File: src/pefo_consts.svh
// Constants for the port E/F alternate-function override block.
// Assumes inclusion by bare name from the package and the design module.
`ifndef PEFO_CONSTS_SVH
`define PEFO_CONSTS_SVH
// ----------------------------------------------------------------
// Widths and bit positions
// ----------------------------------------------------------------
`define PEFO_PORT_W 8
`define PEFO_BIT_VBUS 7
`define PEFO_BIT_ID 3
`define PEFO_BIT_ALE 2
`define PEFO_BIT_RD 1
`define PEFO_BIT_WR 0
`define PEFO_BIT_TDI 7
`define PEFO_BIT_TDO 6
`define PEFO_BIT_TMS 5
`define PEFO_BIT_TCK 4
// ----------------------------------------------------------------
// Reset values
// ----------------------------------------------------------------
`define PEFO_RST_BYTE 8'h00
`define PEFO_RST_BIT 1'b0
// ----------------------------------------------------------------
// Override values
// ----------------------------------------------------------------
`define PEFO_IRQ_GATE_VAL 4'hf
`define PEFO_MEM_DIR_VAL 3'h6
`define PEFO_SCAN_PU_VAL 4'hb
`define PEFO_ANALOG_ALL 8'hff
`endif

File: src/pefo_pkg.sv
// Types for the port E/F alternate-function override block.
// Assumes pefo_consts.svh is on the include path.
`include "pefo_consts.svh"
package pefo_pkg;
    typedef logic [`PEFO_PORT_W-1:0] pefo_byte_t;
endpackage : pefo_pkg

File: src/pefo_override.sv
// Port E and port F pin override logic with registered pad controls.
// Assumes pads, port registers and peripherals are synchronous to clk;
// the test access port state arrives already decoded from its own clock.
`timescale 1ns/10ps
`include "pefo_consts.svh"

// How it works
// - Vbus control forces PE7 output; interrupt enables force PE7..4 input gate on.
// - Id pin enable forces PE3 pull-up on, input direction, input kept enabled.
// - External memory enable drives PE2..1 with strobes, PE0 forced input; PE1/PE0 pull-ups off.
// - Scan port enabled: pull-ups on TDI, TMS, TCK held on even through reset.
// - Scan port enabled: PF7..4 leave port use, input gate forced off.
// - TDO drives only in instruction or data shift states, else high impedance.
// - Scan state arrives decoded; TDO and scan input registers run on the system clock.
// - PF3..0 have every override enable held at zero.
// - Each port F pin gives an analog path to the same-numbered converter channel.
module pefo_override
    import pefo_pkg::*;
(
    input wire logic clk,
    input wire logic sys_rst,
    input wire pefo_byte_t port_e_pullup,
    input wire pefo_byte_t port_e_dir,
    input wire pefo_byte_t port_e_out,
    input wire pefo_byte_t port_f_pullup,
    input wire pefo_byte_t port_f_dir,
    input wire pefo_byte_t port_f_out,
    input wire pefo_byte_t port_e_pin_in,
    input wire pefo_byte_t port_f_pin_in,
    input wire logic [3:0] ext_irq_en,
    input wire logic vbus_supply_ctrl_en,
    input wire logic vbus_supply_ctrl,
    input wire logic otg_id_pin_en,
    input wire logic ext_mem_iface_en,
    input wire logic ext_mem_addr_latch,
    input wire logic ext_mem_rd_strobe,
    input wire logic ext_mem_wr_strobe,
    input wire logic scan_port_en,
    input wire logic instr_shift_state,
    input wire logic data_shift_state,
    input wire logic scan_tdo,
    output logic [7:0] port_e_pad_pullup,
    output logic [7:0] port_e_pad_oe,
    output logic [7:0] port_e_pad_out,
    output logic [7:0] port_e_pin_input_signal,
    output logic [7:0] port_f_pad_pullup,
    output logic [7:0] port_f_pad_oe,
    output logic [7:0] port_f_pad_out,
    output logic [7:0] port_f_pin_input_signal,
    output logic ext_irq7_in,
    output logic ext_irq6_in,
    output logic ext_irq5_in,
    output logic ext_irq4_in,
    output logic otg_id_level,
    output logic boot_select_in,
    output logic scan_tdi_in,
    output logic scan_tms_in,
    output logic scan_tck_in,
    output logic [7:0] analog_path_sel
);

    // ------------------------------------------------------------
    // Override tables
    // ------------------------------------------------------------
    pefo_byte_t e_pu_en, e_pu_val, e_dd_en, e_dd_val;
    pefo_byte_t e_pv_en, e_pv_val, e_ig_en, e_ig_val;
    pefo_byte_t f_pu_en, f_pu_val, f_dd_en, f_dd_val;
    pefo_byte_t f_pv_en, f_pv_val, f_ig_en, f_ig_val;
    pefo_byte_t next_e_pu, next_e_oe, next_e_out, next_e_in;
    pefo_byte_t next_f_pu, next_f_oe, next_f_out, next_f_in;
    logic scan_shifting;
    pefo_byte_t next_f_pu_rst, next_analog;
    logic [3:0] next_irq_in;
    logic next_id_level, next_boot_in;
    logic next_tdi_in, next_tms_in, next_tck_in;

    always_comb begin
        e_pu_en = `PEFO_RST_BYTE;
        e_pu_val = `PEFO_RST_BYTE;
        e_dd_en = `PEFO_RST_BYTE;
        e_dd_val = `PEFO_RST_BYTE;
        e_pv_en = `PEFO_RST_BYTE;
        e_pv_val = `PEFO_RST_BYTE;
        e_ig_en = `PEFO_RST_BYTE;
        e_ig_val = `PEFO_RST_BYTE;
        // Port E bits 7..4
        e_dd_en[`PEFO_BIT_VBUS] = vbus_supply_ctrl_en;
        e_dd_val[`PEFO_BIT_VBUS] = vbus_supply_ctrl_en;
        e_pv_en[`PEFO_BIT_VBUS] = vbus_supply_ctrl_en;
        e_pv_val[`PEFO_BIT_VBUS] = vbus_supply_ctrl;
        e_ig_en[7:4] = ext_irq_en;
        e_ig_val[7:4] = `PEFO_IRQ_GATE_VAL;
        // Port E bit 3
        e_pu_en[`PEFO_BIT_ID] = otg_id_pin_en;
        e_pu_val[`PEFO_BIT_ID] = 1'b1;
        e_dd_en[`PEFO_BIT_ID] = otg_id_pin_en;
        e_dd_val[`PEFO_BIT_ID] = 1'b0;
        e_ig_en[`PEFO_BIT_ID] = otg_id_pin_en;
        e_ig_val[`PEFO_BIT_ID] = 1'b1;
        // Port E bits 2..0
        e_pu_en[`PEFO_BIT_RD] = ext_mem_iface_en;
        e_pu_en[`PEFO_BIT_WR] = ext_mem_iface_en;
        e_dd_en[2:0] = {3{ext_mem_iface_en}};
        e_dd_val[2:0] = `PEFO_MEM_DIR_VAL;
        e_pv_en[2:0] = {3{ext_mem_iface_en}};
        e_pv_val[2:0] = {ext_mem_addr_latch, ext_mem_rd_strobe, ext_mem_wr_strobe};
        e_ig_val[`PEFO_BIT_WR] = 1'b1;
    end

    assign scan_shifting = instr_shift_state | data_shift_state;

    // ------------------------------------------------------------
    // Port F override table
    // ------------------------------------------------------------
    always_comb begin
        // Port F bits 3..0 keep all enables at zero
        f_pu_en = `PEFO_RST_BYTE;
        f_pu_val = `PEFO_RST_BYTE;
        f_dd_en = `PEFO_RST_BYTE;
        f_dd_val = `PEFO_RST_BYTE;
        f_pv_en = `PEFO_RST_BYTE;
        f_pv_val = `PEFO_RST_BYTE;
        f_ig_en = `PEFO_RST_BYTE;
        f_ig_val = `PEFO_RST_BYTE;
        f_pu_en[7:4] = {4{scan_port_en}};
        f_pu_val[7:4] = `PEFO_SCAN_PU_VAL;
        f_dd_en[7:4] = {4{scan_port_en}};
        f_dd_val[`PEFO_BIT_TDO] = scan_shifting;
        f_pv_en[`PEFO_BIT_TDO] = scan_port_en;
        f_pv_val[`PEFO_BIT_TDO] = scan_tdo;
        f_ig_en[7:4] = {4{scan_port_en}};
    end

    // ------------------------------------------------------------
    // Override merge per bit
    // ------------------------------------------------------------
    genvar gi;
    generate
        for (gi = 0; gi < `PEFO_PORT_W; gi++) begin : g_bit
            // Input gate passes the pin unless an override closes it
            always_comb begin
                next_e_pu[gi] = e_pu_en[gi] ? e_pu_val[gi] : port_e_pullup[gi];
                next_e_oe[gi] = e_dd_en[gi] ? e_dd_val[gi] : port_e_dir[gi];
                next_e_out[gi] = e_pv_en[gi] ? e_pv_val[gi] : port_e_out[gi];
                next_e_in[gi] = port_e_pin_in[gi] & (e_ig_en[gi] ? e_ig_val[gi] : 1'b1);
                next_f_pu[gi] = f_pu_en[gi] ? f_pu_val[gi] : port_f_pullup[gi];
                next_f_oe[gi] = f_dd_en[gi] ? f_dd_val[gi] : port_f_dir[gi];
                next_f_out[gi] = f_pv_en[gi] ? f_pv_val[gi] : port_f_out[gi];
                next_f_in[gi] = port_f_pin_in[gi] & (f_ig_en[gi] ? f_ig_val[gi] : 1'b1);
            end
        end
    endgenerate

    // ------------------------------------------------------------
    // Side inputs and reset values
    // ------------------------------------------------------------
    always_comb begin
        // Scan pull-ups survive reset while the port is enabled
        next_f_pu_rst = `PEFO_RST_BYTE;
        next_f_pu_rst[7:4] = `PEFO_SCAN_PU_VAL & {4{scan_port_en}};
        next_irq_in = next_e_in[7:4];
        next_id_level = next_e_in[`PEFO_BIT_ID];
        next_boot_in = next_e_in[`PEFO_BIT_ALE];
        // Scan inputs take the raw pin level; the gate only blocks port use
        next_tdi_in = port_f_pin_in[`PEFO_BIT_TDI];
        next_tms_in = port_f_pin_in[`PEFO_BIT_TMS];
        next_tck_in = port_f_pin_in[`PEFO_BIT_TCK];
        // Analog path to channel of same index present on all pins outside reset
        next_analog = `PEFO_ANALOG_ALL;
    end

    // ------------------------------------------------------------
    // Pad control registers
    // ------------------------------------------------------------
    always_ff @(posedge clk) begin
        if (sys_rst) begin
            port_e_pad_pullup <= `PEFO_RST_BYTE;
            port_e_pad_oe <= `PEFO_RST_BYTE;
            port_e_pad_out <= `PEFO_RST_BYTE;
            port_e_pin_input_signal <= `PEFO_RST_BYTE;
            port_f_pad_pullup <= next_f_pu_rst;
            port_f_pad_oe <= `PEFO_RST_BYTE;
            port_f_pad_out <= `PEFO_RST_BYTE;
            port_f_pin_input_signal <= `PEFO_RST_BYTE;
        end else begin
            port_e_pad_pullup <= next_e_pu;
            port_e_pad_oe <= next_e_oe;
            port_e_pad_out <= next_e_out;
            port_e_pin_input_signal <= next_e_in;
            port_f_pad_pullup <= next_f_pu;
            port_f_pad_oe <= next_f_oe;
            port_f_pad_out <= next_f_out;
            port_f_pin_input_signal <= next_f_in;
        end
    end

    // ------------------------------------------------------------
    // Peripheral input registers
    // ------------------------------------------------------------
    always_ff @(posedge clk) begin
        if (sys_rst) begin
            ext_irq7_in <= `PEFO_RST_BIT;
            ext_irq6_in <= `PEFO_RST_BIT;
            ext_irq5_in <= `PEFO_RST_BIT;
            ext_irq4_in <= `PEFO_RST_BIT;
            otg_id_level <= `PEFO_RST_BIT;
            boot_select_in <= `PEFO_RST_BIT;
            scan_tdi_in <= `PEFO_RST_BIT;
            scan_tms_in <= `PEFO_RST_BIT;
            scan_tck_in <= `PEFO_RST_BIT;
            analog_path_sel <= `PEFO_RST_BYTE;
        end else begin
            ext_irq7_in <= next_irq_in[3];
            ext_irq6_in <= next_irq_in[2];
            ext_irq5_in <= next_irq_in[1];
            ext_irq4_in <= next_irq_in[0];
            otg_id_level <= next_id_level;
            boot_select_in <= next_boot_in;
            scan_tdi_in <= next_tdi_in;
            scan_tms_in <= next_tms_in;
            scan_tck_in <= next_tck_in;
            analog_path_sel <= next_analog;
        end
    end

endmodule : pefo_override

File: config.mk
export PLATFORM = sky130hd
export DESIGN_NAME = pefo_override
export DESIGN_NICKNAME = d
export VERILOG_FILES = /design/src/pefo_pkg.sv /design/src/pefo_override.sv
export VERILOG_INCLUDE_DIRS = /design/src
export SDC_FILE = /design/constraint.sdc
export NUM_CORES = 1
export LEC_CHECK = 0
export ABC_CLOCK_PERIOD_IN_PS = 800
export BUFFER_PORTS_ARGS = -buffer_cell sky130_fd_sc_hd__buf_2
export CORE_MARGIN = 1.5
export CORE_UTILIZATION = 40
export CTS_BUF_LIST = sky130_fd_sc_hd__clkbuf_4 sky130_fd_sc_hd__clkbuf_8
export DETAILED_ROUTE_END_ITERATION = 10
export PLACE_DENSITY_LB_ADDON = 0.3
export SLEW_MARGIN = 20
export SYNTH_ARGS = -nofsm -noshare
export SYNTH_HDL_FRONTEND = slang
export SYNTH_SLANG_ARGS = --single-unit
File: constraint.sdc
create_clock -name clk -period 0.8 [get_ports clk]
set_input_delay 0 -clock clk [delete_from_list [all_inputs] [get_ports clk]]
set_output_delay 0 -clock clk [all_outputs]
set_load 0.05 [all_outputs]
==> impl_metrics.py, run 1 <==
metrics = {
    "yosys": {
        "synth_edf_count": 0,
        "yosys.area.top_type": "dfxtp_1",
        "ys_seq_elements": 68,
        "synth_warnings": 0,
        "async_flop_share_pct": 0,
        "ys.flop_type": "dfxtp_1",
        "synth_area_per_cell_um2": 11.81,
        "ys_seq_area_share_pct": 67.83,
        "yosysTopAreaCellShare_pct": 67.83,
        "synth.most_common_cell": "dfxtp_1",
        "netlist_area_mm2": 0.002007,
        "synthCells": 170,
        "netlist_top_cells_count": "dfxtp_1, nor2b_1, nor2_1",
        "yosys-top-cells-area": "dfxtp_1, nor2b_1, buf_4, and2_1, nor2_1",
        "synth_cell_types": 13,
        "syn_nets": 251,
    },
    "placed_design": {
        "gp_congestion": 0.7200,
        "post-dp-hpwl_um": 3348,
        "dpl_cell_area_mm2": 0.002781,
        "port_buffers": 157,
    },
    "floorplan": {
        "ios": 162,
        "row_count": 25,
        "fp.dieH_um": 73.83,
        "initial_core_util_pct": 41.93,
        "fp.dieW_um": 73.83,
    },
    "outcome": {
        "first-error": "[ERROR DPL-0033] detailed placement checks failed during check placement.",
        "stop_stage": "5_1_grt",
        "status": "stopped before the end",
    },
    "clocking": {
        "cts_setup_buffers": 0,
        "cts_buffers": 9,
        "cts_num_sinks": 68,
        "cts-root-buf": "clkbuf_8",
        "clock_path_buffers": 2,
        "cts.htree.levels": 3,
    },
    "global_route": {
        "antenna_found_initial": 0,
        "grt_max_degree": 33,
    },
    "sta": {
        "worst-endpoint-pin-kind": "top-level output",
        "worst_endpoint": "analog_path_sel[0]",
    },
}
-- per-stage QoR --
step / instances / hold slack [ns] / setup TNS, ns / setup slack (ns)
floorplan: 170 / 0.07615 / 0 / 0.01745
global placement: 377 / 0.1789 / 0 / 0.1434
detailed placement: 377 / 0.1843 / 0 / 0.1234
CTS: 468 / 0.01402 / -2.784 / -0.1437
-- timing repair --
item                                    CTS
endpoints found under the setup margin   81
hold endpoints to repair                 68
resized for setup                       262
hold buffers                             75
-- logic make-up after synthesis --
logic type	Yosys count	share of synthesized area [%]
AND/OR/NAND/NOR	71	20.45
flip-flops	68	67.83
buffers and inverters	22	7.481
multiplexers	5	2.494
AO/OA/AOI/OAI	4	1.745
==> inputs of run 2 (changes only) <==
--- a/config.mk
+++ b/config.mk
@@ -9,10 +9,9 @@
 export ABC_CLOCK_PERIOD_IN_PS = 800
 export BUFFER_PORTS_ARGS = -buffer_cell sky130_fd_sc_hd__buf_2
 export CORE_MARGIN = 1.5
-export CORE_UTILIZATION = 40
-export CTS_BUF_LIST = sky130_fd_sc_hd__clkbuf_4 sky130_fd_sc_hd__clkbuf_8
+export CORE_UTILIZATION = 30
 export DETAILED_ROUTE_END_ITERATION = 10
-export PLACE_DENSITY_LB_ADDON = 0.3
+export PLACE_DENSITY_LB_ADDON = 0.15
 export SLEW_MARGIN = 20
 export SYNTH_ARGS = -nofsm -noshare
 export SYNTH_HDL_FRONTEND = slang
==> run 2 against run 1 <==
  * The flow now finishes, with violations (design-rule violations, negative setup slack)
  * Synthesized area unchanged
  * Synthesized cell count stayed put
==> impl_metrics.py, run 2 <==
metrics = {
    "cells_and_area": {
        "final_cell_mix": "dlygate4sd3_1, buf_2, dfxtp_2",
        "drive_above_1_share_pct": 61.65,
        "diodes": 0,
        "final_util_pct": 71.03,
        "area_growth_pct": 127.3,
        "final_common_cell": "dlygate4sd3_1",
        "nNetsFinal": 475,
        "nFillCells": 424,
    },
    "global_route": {
        "globalRouteOverflowTotal": 0,
        "grtUsageTotal_pct": 18.36,
        "grt_max_degree": 42,
        "grt_pass1_vias": 2171,
        "antenna_found_initial": 0,
        "grt_pass1_wl_um": 10060,
    },
    "drt": {
        "drt-initial-drc-count": 65,
        "vias": 1972,
        "via_per_inst": 4.143,
        "ant_nets": 0,
        "routed_wl_um": 6723,
        "drc": 12,
        "wl_per_cell_um": 14.12,
        "drtPass1Iterations": 7,
    },
    "sta": {
        "fmax_ghz": 1.075,
        "finalSetupViolCount": 71,
        "slew_headroom_pct": 83.58,
        "slew_viol_final": 0,
        "layout_setup_ws_ns": -0.1306,
        "hold_ws_ns": 0.05298,
        "period_share_pct": 116.3,
        "finalHoldViolations": 0,
        "rsz0062_at_grt": "yes",
        "finalCriticalPeriod_ns": 0.9306,
        "worst_pin_slew_ns": 0.2457,
    },
    "yosys": {
        "netlist_top_cells_count": "dfxtp_1, nor2b_1, nor2_1",
        "synth_warnings": 0,
        "synth_area_per_cell_um2": 11.81,
        "synth_cell_types": 13,
        "synthCells": 170,
        "ys_seq_elements": 68,
        "ys.flop_type": "dfxtp_1",
        "netlist_area_mm2": 0.002007,
        "async_flop_share_pct": 0,
        "synth.most_common_cell": "dfxtp_1",
        "yosysTopAreaCellShare_pct": 67.83,
        "ys_seq_area_share_pct": 67.83,
        "yosys.area.top_type": "dfxtp_1",
        "syn_nets": 251,
        "yosys-top-cells-area": "dfxtp_1, nor2b_1, buf_4, and2_1, nor2_1",
        "synth_edf_count": 0,
    },
    "setup_path": {
        "critPathCaptureType": "output port",
        "worstSetupStartpointType": "register",
        "crit_path_max_fanout": 8,
        "worstPathRequired_ns": 0.80,
        "critPathBufInv": 1,
        "slowest_stage": "dfxtp_4",
        "cp_slowest_stage_delay_ns": 0.42,
        "worstSetupPathDepth": 1,
        "path_cells": "buf_6",
        "cp_top_family": "flip-flops",
        "arrival_ns": 0.93,
        "path_class": "register to output port",
    },
    "clocking": {
        "clk_pin_slew_worst_paths_ns": 0.07,
        "cts_tree": "yes",
        "cts.htree.levels": 3,
        "cts-root-buf": "clkbuf_8",
        "cts_setup_buffers": 0,
        "cts_num_sinks": 68,
        "cts_buffers": 9,
        "clock_path_buffers": 2,
    },
    "pwr": {
        "p_leak_uw": 0.002098,
        "cellPowerDensity_mw_per_mm2": 1916,
        "peakVddDrop_uv": 1342,
    },
    "floorplan": {
        "fp.dieH_um": 84.79,
        "fp.dieW_um": 84.79,
        "row_count": 29,
        "core_area_mm2": 0.006422,
        "ios": 162,
        "die_area_mm2": 0.007189,
        "initial_core_util_pct": 31.25,
    },
    "hold_path": {
        "min_path_cells": 3,
        "holdCritPathClass": "input port to register",
    },
    "placed_design": {
        "port_buffers": 157,
        "gp_congestion": 0.6495,
        "post-dp-hpwl_um": 3343,
    },
    "job": {
        "cap_violations": 0,
    },
    "outcome": {
        "status": "finished with violations",
        "violations": "design-rule violations, negative setup slack",
    },
}
==> run 2: where the power goes <==
part           internal (uW)  total, uW  leakage, uW  switching, uW
sequential              3600       3730     0.000585            131
clock                   1700       2910     0.000110           1210
combinational           1000       2100      0.00140           1100
==> run 2: cell families (layout without fill, tap and decap cells) <==
group	count (synthesis)	after routing	share of synthesized area [%]
multiplexers	5	5	2.494
flip-flops	68	68	67.83
AO/OA/AOI/OAI	4	4	1.745
AND/OR/NAND/NOR	71	71	20.45
buffers and inverters	22	251	7.481
==> run 2: final cells by class <==
class                   instances  area (um^2)  share of cell area, %
clock buffers                  13        168.9                  3.703
flip-flops and latches         68         1456                  31.93
clock inverters                 3        43.79                 0.9600
multi-input cells              80        498.0                  10.92
well taps                      77        96.34                  2.112
inverters                       1        3.754                0.08228
repair buffers                234         2295                  50.30
==> run 2: worst paths after layout <==
kind / startpoint / end
worst min-delay path: sys_rst / port_f_pad_oe[6]
worst max-delay path: analog_path_sel[6] / analog_path_sel[5]
==> run 2: metal layers <==
metal / track usage, % / up-vias / routed length (um)
li1: - / 956 / -
met2: 33.38 / 113 / 3472
met5: 0 / - / 0
met4: 10.58 / 0 / 209
met1: 17.30 / 886 / 2386
met3: 7.473 / 17 / 656
==> run 2: what timing repair did <==
| action | in CTS | in global routing |
|---|---|---|
| pin swaps | 0 | 1 |
| resized for setup | 262 | 23 |
| hold endpoints to repair | 67 | 0 |
| hold buffers | 75 | 0 |
| endpoints found under the setup margin | 81 | 90 |
==> run 2: per-stage QoR <==
stage	power, uW	instance area [um^2]	TNS, ns	setup slack [ns]	instances
6_report	8741	4562	-1.968	-0.1306	476
5_1_grt	9082	4562	-4.593	-0.1705	476
4_1_cts	8769	4483	-3.339	-0.1489	476
3_5_place_dp	5095	2791	0	0.1406	385
3_3_place_gp	5089	2791	0	0.1652	385
2_1_floorplan	4722	2016	0	0.01745	170
Power figures use the tool's default switching activity.
==> inputs of run 3 (changes only) <==
==> constraint.sdc (replaced) <==
create_clock -name clk -period 0.8 [get_ports clk]
set_input_delay 0.24 -clock clk [delete_from_list [all_inputs] [get_ports clk]]
set_output_delay 0.24 -clock clk [all_outputs]
set_load 0.05 [all_outputs]
==> run 3 against run 2 <==
  * The flow still finishes with violations (design-rule violations, negative setup slack)
  * Core utilization is 11 points lower
  * Die area is the same
  * Routed wire length fell by 27%
  * Flip-flop and latch count did not move
  * Setup slack lost 0.22 ns
  * Via count shrank 16%
  * Clock-buffer cell count fell by 2
  * Critical path depth did not move
  * Sequential share of layout area rose by 6.1 points
  * Clock power rose by 3%
  * Worst hold slack gained 0.030 ns
  * Critical path type unchanged
==> impl_metrics.py, run 3 (synthesized netlist as in run 2, its figures left out) <==
metrics = {
    "drt": {
        "drt-initial-drc-count": 46,
        "routed_wl_um": 4911,
        "vias": 1654,
        "drc": 10,
        "drtPass1Iterations": 7,
        "via_per_inst": 4.054,
        "ant_nets": 0,
        "wl_per_cell_um": 12.04,
    },
    "setup_path": {
        "path_class": "register to output port",
        "worstPathRequired_ns": 0.56,
        "slowest_stage": "dfxtp_4",
        "worstSetupStartpointType": "register",
        "crit_path_max_fanout": 8,
        "arrival_ns": 0.91,
        "critPathCaptureType": "output port",
        "cp_top_family": "flip-flops",
        "critPathBufInv": 1,
        "cp_slowest_stage_delay_ns": 0.38,
        "path_cells": "buf_4",
    },
    "floorplan": {
        "fp.dieH_um": 84.79,
        "initial_core_util_pct": 31.25,
        "die_area_mm2": 0.007189,
        "ios": 162,
        "core_area_mm2": 0.006422,
        "fp.dieW_um": 84.79,
        "row_count": 29,
    },
    "clocking": {
        "cts-root-buf": "clkbuf_8",
        "cts_buffers": 9,
        "cts_num_sinks": 68,
        "clock_path_buffers": 2,
        "clk_pin_slew_worst_paths_ns": 0.07,
        "cts_tree": "yes",
        "hold_buffers": 0,
        "cts_setup_buffers": 0,
        "cts.htree.levels": 3,
    },
    "pwr": {
        "peakVddDrop_uv": 1437,
        "cellPowerDensity_mw_per_mm2": 2213,
        "p_leak_uw": 0.001816,
    },
    "sta": {
        "rsz0062_at_grt": "yes",
        "finalSetupViolCount": 81,
        "period_share_pct": 143.2,
        "slew_headroom_pct": 88.03,
        "worst_pin_slew_ns": 0.1792,
        "layout_setup_ws_ns": -0.3459,
        "slew_viol_final": 0,
        "finalHoldViolations": 0,
        "hold_ws_ns": 0.08255,
        "fmax_ghz": 0.8727,
        "finalCriticalPeriod_ns": 1.146,
    },
    "cells_and_area": {
        "nNetsFinal": 407,
        "diodes": 0,
        "fin_cells": 408,
        "final_util_pct": 59.93,
        "nFillCells": 510,
        "final_cell_mix": "buf_2, dfxtp_2, buf_8",
        "area_growth_pct": 91.77,
        "regArea_mm2": 0.001464,
        "multi_input_area_um2": 495.5,
        "drive_above_1_share_pct": 76.13,
        "final_common_cell": "buf_2",
    },
    "global_route": {
        "globalRouteOverflowTotal": 0,
        "grt_max_degree": 20,
        "grtUsageTotal_pct": 13.90,
        "grt_pass1_vias": 1680,
        "grt_pass1_wl_um": 7686,
        "antenna_found_initial": 0,
    },
    "placed_design": {
        "place_inst": 392,
        "post-dp-hpwl_um": 3467,
        "port_buffers": 157,
        "dp_slack_ns": -0.08733,
        "gp_congestion": 0.6720,
    },
    "outcome": {
        "status": "finished with violations",
        "violations": "design-rule violations, negative setup slack",
    },
    "job": {
        "cap_violations": 0,
    },
    "hold_path": {
        "holdCritPathClass": "input port to register",
    },
}
run 3: cell count changes in the layout (fill, tap and decap cells not counted), sizes merged:
cell | before | now
dlygate4sd3 | 75 | 0
bufinv | 1 | 2
clkinv | 2 | 3
clkbuf | 15 | 11
buf | 157 | 166
run 3: layout make-up:
type / instances / area share (%)
Timing Repair Buffer: 166 / 40.86
Sequential cell: 68 / 38.04
Tap cell: 77 / 2.503
Clock buffer: 11 / 3.674
Multi-Input combinational cell: 80 / 12.87
Inverter: 1 / 0.09753
Clock inverter: 5 / 1.951
run 3: through the flow:
| step | area, um^2 | total power [uW] | TNS, ns |
|---|---|---|---|
| after floorplan | 2181 | 4790 | -0.9749 |
| after global placement | 2938 | 5130 | -2.368 |
| after detailed placement | 2938 | 5140 | -3.215 |
| after CTS | 3811 | 8650 | -23.09 |
| after global routing | 3849 | 8885 | -24.28 |
| final | 3849 | 8517 | -20.62 |
run 3: worst paths after layout:
kind	start	slack [ns]	endpoint	cells past startpoint
min	otg_id_pin_en	0.08	port_e_pad_oe[3]	2
max	analog_path_sel[6]	-0.35	analog_path_sel[0]	1
run 3: layer usage:
layer / global-route usage [%] / routed length, um
met1: 13.57 / 1720
met4: 4.471 / 24
met3: 7.866 / 506
met2: 24.80 / 2659
met5: 0 / 0
run 3: timing repair:
action / in CTS / in global routing
pin swaps: 0 / 0
gates resized for setup: 202 / 10
endpoints found under the setup margin: 81 / 81
run 3: power breakdown:
| part | internal, uW | total (uW) | leakage [uW] | switching (uW) |
|---|---|---|---|---|
| Combinational | 776 | 1790 | 0.00112 | 1010 |
| Clock | 1820 | 3010 | 0.000113 | 1180 |
| Sequential | 3600 | 3720 | 0.000586 | 124 |
